## config.mk

```make
export PLATFORM = sky130hd
export DESIGN_NAME = pkled_top
export DESIGN_NICKNAME = d
export VERILOG_FILES = /design/src/pkg/pkled_pkg.sv /design/src/verilog/pkled_top.sv /design/src/verilog/pkled_tick.sv
export VERILOG_INCLUDE_DIRS = /design/src /design/src/pkg
export SDC_FILE = /design/constraint.sdc
export NUM_CORES = 1
export LEC_CHECK = 0
export ABC_AREA = 1
export ABC_CLOCK_PERIOD_IN_PS = 3600
export BUFFER_PORTS_ARGS = -buffer_cell sky130_fd_sc_hd__buf_2
export CAP_MARGIN = 20
export CORE_MARGIN = 1
export CORE_UTILIZATION = 50
export CTS_CLUSTER_DIAMETER = 80
export DETAILED_ROUTE_END_ITERATION = 16
export GPL_ROUTABILITY_DRIVEN = 0
export PLACE_DENSITY = 0.72
export SLEW_MARGIN = 20
export SYNTH_ARGS = -nofsm -noshare
export SYNTH_HDL_FRONTEND = slang
export SYNTH_HIERARCHICAL = 1
export SYNTH_SLANG_ARGS = --single-unit
export TNS_END_PERCENT = 1
```

## constraint.sdc

```tcl
create_clock -name clock -period 3.6 [get_ports clock]
set_clock_uncertainty 0.1 [all_clocks]
set_input_delay 0 -clock clock [delete_from_list [all_inputs] [get_ports clock]]
set_output_delay 0 -clock clock [all_outputs]
set_load 0.005 [all_outputs]
```

## src/pkg/pkled_regs.svh

```systemverilog
// Purpose: Timing constants for the pairing key and LED supervisor
// Assumes: 100 MHz system clock, 1 ms time base
// Notes:   Times keep their printed unit; tick counts derive from them
`ifndef PKLED_REGS_SVH
`define PKLED_REGS_SVH

// ==========================================================
// Clock and time base
`define PKLED_CLK_HZ        100000000
`define PKLED_TICK_MS       1
`define PKLED_TICK_CYC      ((`PKLED_CLK_HZ / 1000) * `PKLED_TICK_MS)

// ==========================================================
// Printed times
`define PKLED_POWERON_S     5
`define PKLED_PAIR_HOLD_S   10
`define PKLED_PAIR_WIN_S    30
`define PKLED_POWER_HOLD_S  3
`define PKLED_STANDBY_MIN   5
`define PKLED_SLOW_HZ       1
`define PKLED_FAST_HZ       4

// ==========================================================
// Counts in time base ticks
`define PKLED_POWERON_T     (`PKLED_POWERON_S * 1000 / `PKLED_TICK_MS)
`define PKLED_PAIR_HOLD_T   (`PKLED_PAIR_HOLD_S * 1000 / `PKLED_TICK_MS)
`define PKLED_PAIR_WIN_T    (`PKLED_PAIR_WIN_S * 1000 / `PKLED_TICK_MS)
`define PKLED_POWER_HOLD_T  (`PKLED_POWER_HOLD_S * 1000 / `PKLED_TICK_MS)
`define PKLED_STANDBY_T     (`PKLED_STANDBY_MIN * 60000 / `PKLED_TICK_MS)
`define PKLED_SLOW_HALF_T   (1000 / (2 * `PKLED_SLOW_HZ * `PKLED_TICK_MS))
`define PKLED_FAST_HALF_T   (1000 / (2 * `PKLED_FAST_HZ * `PKLED_TICK_MS))

// ==========================================================
// Widths
`define PKLED_ID_LOW_W      16
`define PKLED_TIMER_W       20

`endif

```

## src/pkg/pkled_pkg.sv

```systemverilog
// Purpose: Types shared by the pairing key and LED supervisor
// Assumes: Nothing beyond the header of constants
// Notes:   Frame carries a full identity; only its low half is matched
package pkled_pkg;

  // ==========================================================
  // Supervisor modes
  typedef enum logic [2:0] {
    ST_BOOT,
    ST_POWERUP,
    ST_IDLE,
    ST_PAIRING,
    ST_PAIRED,
    ST_OFF,
    ST_ISP
  } pkled_state_t;

  // ==========================================================
  // Radio frame and status
  typedef struct packed {
    logic [31:0] id;
    logic [23:0] sample;
  } pkled_frame_t;

  typedef struct packed {
    logic power_on;
    logic pairing;
    logic paired;
    logic in_system_programming_mode;
  } pkled_stat_t;

endpackage

```

## src/verilog/pkled_top.sv

```systemverilog
// Purpose: Key timing, status LED, pairing window and peer filter
// Assumes: Key level is debounced and synchronous; radio gives parsed frames
// Notes:   All timing counts run on the 1 ms tick of pkled_tick
//
// How it works
// - After power-on the LED is solid for 5 s, then the block goes idle with a slow flash.
// - A key held over 10 s makes the LED flash fast and starts pairing on release.
// - Pairing lasts at most 30 s and falls back to idle when no peer pairs.
// - A successful pairing ends the window at once and makes the LED solid.
// - Audio is passed on only from the stored peer; every other transmitter is ignored.
// - Identities are matched and stored on their low two bytes only.
// - A download tool present on the UART at restart selects in-system programming mode.
// - A key press over 3 s but not over 10 s turns the module off; when off, any press over 3 s turns it on.
// - With standby selected, the standby output goes low after over 5 min without signal.
`timescale 1ns/100ps
`include "pkled_regs.svh"

module pkled_top
  import pkled_pkg::*;
#(
  parameter int TICK_CYC     = `PKLED_TICK_CYC,
  parameter int POWERON_T    = `PKLED_POWERON_T,
  parameter int POWER_HOLD_T = `PKLED_POWER_HOLD_T,
  parameter int PAIR_HOLD_T  = `PKLED_PAIR_HOLD_T,
  parameter int PAIR_WIN_T   = `PKLED_PAIR_WIN_T,
  parameter int STANDBY_T    = `PKLED_STANDBY_T,
  parameter int SLOW_HALF_T  = `PKLED_SLOW_HALF_T,
  parameter int FAST_HALF_T  = `PKLED_FAST_HALF_T
) (
  // System
  input  wire logic                       clock,
  input  wire logic                       rst_b,
  // Key and restart strap
  input  wire logic                       key_in,
  input  wire logic                       uart_tool_in,
  // Pairing link
  input  wire logic                       pair_req_valid_in,
  input  wire logic [31:0]                pair_req_id_in,
  input  wire logic [31:0]                native_id_in,
  // Audio from radio
  input  wire logic                       rx_valid_in,
  input  wire pkled_frame_t               rx_frame_in,
  // Standby select
  input  wire logic                       standby_sel_in,
  // Status outputs
  output logic                            led_q,
  output pkled_stat_t                     stat_q,
  output logic [`PKLED_ID_LOW_W-1:0]      beacon_id_q,
  output logic                            pair_done_q,
  output logic                            standby_n_q,
  // Audio out
  output logic                            audio_valid_q,
  output logic [23:0]                     audio_sample_q
);

  localparam int TW = `PKLED_TIMER_W;
  localparam logic [TW-1:0] P_ON   = TW'(POWERON_T);
  localparam logic [TW-1:0] P_PWR  = TW'(POWER_HOLD_T);
  localparam logic [TW-1:0] P_PAIR = TW'(PAIR_HOLD_T);
  localparam logic [TW-1:0] P_WIN  = TW'(PAIR_WIN_T);
  localparam logic [TW-1:0] P_SBY  = TW'(STANDBY_T);

  if (POWERON_T < 1 || PAIR_WIN_T < 1 || POWER_HOLD_T >= PAIR_HOLD_T ||
      STANDBY_T + 1 >= 2 ** TW) begin : g_chk
    $error("pkled_top: timing parameters out of range");
  end

  // ==========================================================
  // Helpers
  function automatic logic [`PKLED_ID_LOW_W-1:0] id_low(input logic [31:0] id);
    return id[`PKLED_ID_LOW_W-1:0];
  endfunction

  function automatic logic [TW-1:0] bump(input logic [TW-1:0] v);
    return v + 1'b1;
  endfunction

  // ==========================================================
  // Time base
  logic tick, slow_ph, fast_ph;

  pkled_tick #(
    .TICK_CYC    (TICK_CYC),
    .SLOW_HALF_T (SLOW_HALF_T),
    .FAST_HALF_T (FAST_HALF_T)
  ) u_tick (
    .clock     (clock),
    .rst_b     (rst_b),
    .tick_q    (tick),
    .slow_ph_q (slow_ph),
    .fast_ph_q (fast_ph)
  );

  // ==========================================================
  // Mode sequencer
  pkled_state_t                state_q, state_d;
  logic [TW-1:0]               timer_q, timer_d, hold_q, hold_d, idle_q, idle_d;
  logic                        key_q, have_pair_q, have_pair_d;
  logic [`PKLED_ID_LOW_W-1:0]  paired_id_q, paired_id_d, beacon_id_d;
  logic                        led_d, pair_done_d, standby_n_d, accept;
  logic                        rel, long_hold, mid_hold;
  pkled_stat_t                 stat_d;

  assign rel       = key_q & ~key_in;
  assign long_hold = hold_q > P_PAIR;
  assign mid_hold  = hold_q > P_PWR;

  always_comb begin
    state_d     = state_q;
    timer_d     = timer_q;
    hold_d      = '0;
    paired_id_d = paired_id_q;
    have_pair_d = have_pair_q;
    pair_done_d = 1'b0;
    if (key_in) begin
      hold_d = (tick && !long_hold) ? bump(hold_q) : hold_q;
    end
    case (state_q)
      ST_BOOT: begin
        state_d = uart_tool_in ? ST_ISP : ST_POWERUP;
        timer_d = '0;
      end
      ST_POWERUP: begin
        if (tick) begin
          timer_d = bump(timer_q);
          if (timer_q >= P_ON - 1'b1) begin
            state_d = ST_IDLE;
            timer_d = '0;
          end
        end
      end
      ST_IDLE, ST_PAIRED: begin
        if (rel && long_hold) begin
          state_d = ST_PAIRING;
          timer_d = '0;
        end else if (rel && mid_hold) begin
          state_d = ST_OFF;
        end
      end
      ST_PAIRING: begin
        if (pair_req_valid_in) begin
          state_d     = ST_PAIRED;
          have_pair_d = 1'b1;
          pair_done_d = 1'b1;
          paired_id_d = id_low(pair_req_id_in);
        end else if (tick) begin
          timer_d = bump(timer_q);
          if (timer_q >= P_WIN - 1'b1) begin
            state_d = ST_IDLE;
            timer_d = '0;
          end
        end
      end
      ST_OFF: begin
        if (rel && mid_hold) begin
          state_d = ST_POWERUP;
          timer_d = '0;
        end
      end
      ST_ISP: begin
        state_d = ST_ISP;
      end
      default: begin
        state_d = ST_BOOT;
      end
    endcase
  end

  // ==========================================================
  // LED, peer filter, standby
  always_comb begin
    case (state_q)
      ST_POWERUP: led_d = 1'b1;
      // fast flash once held long enough
      ST_IDLE:    led_d = long_hold ? fast_ph : slow_ph;
      ST_PAIRED:  led_d = long_hold ? fast_ph : 1'b1;
      ST_PAIRING: led_d = fast_ph;
      default:    led_d = 1'b0;
    endcase
    // only the stored peer gets through
    accept = rx_valid_in && have_pair_q && (state_q == ST_IDLE || state_q == ST_PAIRED) &&
             (id_low(rx_frame_in.id) == paired_id_q);
    idle_d = idle_q;
    if (accept) begin
      idle_d = '0;
    end else if (tick && idle_q <= P_SBY) begin
      idle_d = bump(idle_q);
    end
    standby_n_d = !(standby_sel_in && idle_q > P_SBY);
    beacon_id_d = (state_d == ST_PAIRING) ? id_low(native_id_in) : '0;
    stat_d.power_on = (state_d != ST_OFF) && (state_d != ST_BOOT) && (state_d != ST_ISP);
    stat_d.pairing  = state_d == ST_PAIRING;
    stat_d.paired   = have_pair_d;
    stat_d.in_system_programming_mode = state_d == ST_ISP;
  end

  always_ff @(posedge clock) begin
    if (!rst_b) begin
      state_q        <= ST_BOOT;
      timer_q        <= '0;
      hold_q         <= '0;
      idle_q         <= '0;
      key_q          <= 1'b0;
      have_pair_q    <= 1'b0;
      paired_id_q    <= '0;
      led_q          <= 1'b0;
      stat_q         <= '0;
      beacon_id_q    <= '0;
      pair_done_q    <= 1'b0;
      standby_n_q    <= 1'b1;
      audio_valid_q  <= 1'b0;
      audio_sample_q <= '0;
    end else begin
      state_q        <= state_d;
      timer_q        <= timer_d;
      hold_q         <= hold_d;
      idle_q         <= idle_d;
      key_q          <= key_in;
      have_pair_q    <= have_pair_d;
      paired_id_q    <= paired_id_d;
      led_q          <= led_d;
      stat_q         <= stat_d;
      beacon_id_q    <= beacon_id_d;
      pair_done_q    <= pair_done_d;
      standby_n_q    <= standby_n_d;
      audio_valid_q  <= accept;
      audio_sample_q <= accept ? rx_frame_in.sample : audio_sample_q;
    end
  end
endmodule

```

## src/verilog/pkled_tick.sv

```systemverilog
// Purpose: Millisecond time base and LED flash phases
// Assumes: Free running system clock
// Notes:   Phases toggle every half period counted in ticks
`timescale 1ns/100ps
`include "pkled_regs.svh"

module pkled_tick
  import pkled_pkg::*;
#(
  parameter int TICK_CYC    = `PKLED_TICK_CYC,
  parameter int SLOW_HALF_T = `PKLED_SLOW_HALF_T,
  parameter int FAST_HALF_T = `PKLED_FAST_HALF_T
) (
  // System
  input  wire logic clock,
  input  wire logic rst_b,
  // Time base
  output logic      tick_q,
  output logic      slow_ph_q,
  output logic      fast_ph_q
);

  localparam int DW = $clog2(TICK_CYC + 1);
  localparam int PW = $clog2(SLOW_HALF_T + 1);
  localparam logic [DW-1:0] DIV_LAST  = DW'(TICK_CYC - 1);
  localparam logic [PW-1:0] SLOW_LAST = PW'(SLOW_HALF_T - 1);
  localparam logic [PW-1:0] FAST_LAST = PW'(FAST_HALF_T - 1);

  if (TICK_CYC < 2 || FAST_HALF_T < 1 || SLOW_HALF_T <= FAST_HALF_T) begin : g_chk
    $error("pkled_tick: unusable time base or flash parameters");
  end

  logic [DW-1:0] div_q, div_d;
  logic [PW-1:0] slow_q, slow_d, fast_q, fast_d;
  logic          tick_d, slow_ph_d, fast_ph_d;

  // ==========================================================
  // Divider and flash phases
  // distinct flash rates
  always_comb begin
    div_d     = div_q + 1'b1;
    tick_d    = 1'b0;
    slow_d    = slow_q;
    fast_d    = fast_q;
    slow_ph_d = slow_ph_q;
    fast_ph_d = fast_ph_q;
    if (div_q == DIV_LAST) begin
      div_d  = '0;
      tick_d = 1'b1;
      slow_d = (slow_q == SLOW_LAST) ? '0 : slow_q + 1'b1;
      fast_d = (fast_q == FAST_LAST) ? '0 : fast_q + 1'b1;
      if (slow_q == SLOW_LAST) begin
        slow_ph_d = ~slow_ph_q;
      end
      if (fast_q == FAST_LAST) begin
        fast_ph_d = ~fast_ph_q;
      end
    end
  end

  always_ff @(posedge clock) begin
    if (!rst_b) begin
      div_q     <= '0;
      slow_q    <= '0;
      fast_q    <= '0;
      tick_q    <= 1'b0;
      slow_ph_q <= 1'b1;
      fast_ph_q <= 1'b1;
    end else begin
      div_q     <= div_d;
      slow_q    <= slow_d;
      fast_q    <= fast_d;
      tick_q    <= tick_d;
      slow_ph_q <= slow_ph_d;
      fast_ph_q <= fast_ph_d;
    end
  end

endmodule

```

==> run metrics <==
crit end category flip-flop; grt ovf 0; Worst EP required 3.81 ns; Via density 4.94; setup TNS 0 ns; commonest non-fill, non-tap cells in the layout 337 x nand2_1, 166 x dfxtp_1, 158 x nor2_1; DR pass1 iterations 7; fin crit share 73.1%; number of global-route vias before repair 7,242; placed inst area 9010 um2; crit path DAT 2.85 ns; total power 0.00442 W; hold depth 6; Die Height 131 um; Least-Margin Pin Slew 0.852 ns; layout filler cell count 1,357; CTS tree built; Hold EP audio_valid_q; die span in x 131 um; Setup Crit Path Kind reg2reg; Post-Syn Nets 1,345; min cycle time layout 2.63 ns; FF+latch count, synth 166; initial DRC count 530; Antenna Violating Nets Remaining 0; worst-path cell chain inv_2 > nor3_4 > nand2_2 > o21ai_0 > dlygate4sd3_1 > a21oi_1; Hold Vio Cnt, Final 0; Cells after Synth 1,209; Syn. warnings 6; Starting Density 51.6%; HPWL Detailed 13,100 um; worst r2r dst paired_id_q[0]; Die Footprint 17,100 um2; Post-layout nets 1,542; CP max stage cell dlygate4sd3_1; Reg clk slew, reported paths 0.07 ns; CTS Sinks 166; status finished, final reports clean; CP max FO 30; Crit path buffers/inverters 2; total core area 16,100 um2; # Post-CTS Setup Buffers 0; FF-to-FF Start state_q[1]; final setup vio count 0; Leakage 4.45 nW; maximum vdd drop 0.391 mV; Rows 46; CTS buffer count 17; final instance area 10,400 um2; H-tree levels 4; worst hold start rx_frame_in[24]; Synth Cell Area 8290 um2; post-synth cell types 44; pin count of the biggest net entering global routing 31; Crit path depth 6; first-pass GRT wire length 32,000 um; area added between synthesis and finish 25.2%; Avg Cell Area, Syn 6.86 um2; GRT Overall Usage 23.6%; Slew Viols, Final 0; layout cell share with drive strength beyond 1 15.1%; total number of vias 8,081; worst skew pair latency 0.44 ns; mean routed wirelength per cell 12.1 um; Clock Tree Buf Depth 2; DRC Markers 0; diodes inserted 0; Port-buffer cells 126; startpoint types flip-flop; cell area power density 426 nW/um2; CTS resizes 0; io pins 175; Top delay family on crit path simple AND/OR/NAND/NOR gates; commonest non-fill, non-tap cell in the layout nand2_1; Worst R2R Path Depth 6; sequential area share after synthesis 40.1%; max-cap violations 0; Min-Delay Path Class in2reg; CTS root buf clkbuf_16; FMAX 380 MHz; biggest cell delay along the critical path 0.59 ns; FF-to-FF setup slack 0.97 ns; RSZ-0062 raised after global routing no; final wirelength 19,800 um; antenna violations before repair 0; slew margin rel. 43.1%
stage by stage:
stage	hold slack (ns)	worst slack, ns	cells	util (%)
2_1_floorplan	-0.0154	1.73	1209	-
3_3_place_gp	0.0935	1.05	1525	56.1
3_5_place_dp	0.0961	1.00	1525	56.1
4_1_cts	0.0725	0.986	1635	64.7
5_1_grt	0.107	0.723	1635	64.7
6_report	0.0747	0.967	1635	64.7
area by class of cell:
type | instances | area (um2) | area share (%)
Clock buffer | 17 | 425 | 4.10
Clock inverter | 15 | 164 | 1.58
Inverter | 158 | 596 | 5.74
Multi-Input combinational cell | 857 | 4180 | 40.2
Sequential cell | 166 | 3320 | 32.0
Tap cell | 216 | 270 | 2.60
Timing Repair Buffer | 206 | 1430 | 13.7
worst reg2reg max path, stage by stage, from the launching register on:
cell and delay (ns):
dfxtp_1 0.46, inv_2 0.08, nor3_4 0.47, nand2_2 0.46, o21ai_0 0.32, dlygate4sd3_1 0.59
a21oi_1 0.04
power by group:
part           total, W  switching [W]  internal, W
clock network   0.00182       0.000834     0.000984
logic          0.000659       0.000404     0.000255
registers       0.00195      0.0000432      0.00190
total           0.00442        0.00128      0.00314
per-layer routing:
layer	routed length [um]	global-route usage (%)	part of all wire (%)	vias up
li1	-	-	-	4210
met1	9120	28.9	46	3615
met2	9230	40.2	47	229
met3	1160	5.82	5.9	27
met4	284	8.25	1.4	0
met5	0	0	0	-
how the worst max path moves through the flow:
stage / startpoint / endpoint / slack [ns]
6_report: state_q[1] / paired_id_q[0] / 0.97
5_1_grt: state_q[1] / timer_q[0] / 0.72
4_1_cts: state_q[1] / timer_q[11] / 0.99
3_5_place_dp: state_q[1] / timer_q[11] / 1.0
3_3_place_gp: state_q[1] / timer_q[11] / 1.05
2_1_floorplan: timer_q[0] / beacon_id_q[10] / 1.73
state kept, by name (all words and copies together) (netlist names), 3 cells and up:
name and count:
beacon_id_q 16, hold_q 20, idle_q 20, paired_id_q 16, stat_q 3, audio_sample_q 24, u_tick/fast_q 9, state_q 3
u_tick/slow_q 9, timer_q 20, u_tick/div_q 17
cells in the mapped netlist (all sizes together):
cell | instances | area (um2)
o21a | 1 | 7.51
buf | 17 | 154
nand3b | 5 | 37.5
nor4 | 9 | 56.3
nand3 | 65 | 355
dfxtp | 166 | 3320
xnor2 | 11 | 96.3
ha | 9 | 113
o211ai | 1 | 7.51
nor3b | 11 | 82.6
clkbuf | 11 | 41.3
nand4 | 29 | 196
clkinv | 1 | 3.75
nor3 | 41 | 226
nor2 | 176 | 766
nand2 | 345 | 1330
or2 | 8 | 50.1
o21ai | 36 | 184
a21oi | 75 | 375
o2111ai | 2 | 17.5
o21bai | 3 | 22.5
o22a | 1 | 8.76
and3 | 3 | 18.8
o31ai | 1 | 7.51
xor2 | 24 | 210
inv | 157 | 592
nor4b | 1 | 15.0
logic make-up after synthesis:
kind of cell | synth area share [%]
xor+xnor | 3.70
fa+ha+maj | 1.36
flops | 40.1
compound gates | 7.60
simple gates | 37.7
buf+inv | 9.54
timing repair:
action                                 CTS  global route
hold buffers                            78             0
endpoints found under the hold margin   68             0
setup endpoints to repair                0             0
Note: power is estimated with default switching activity, not from simulation.
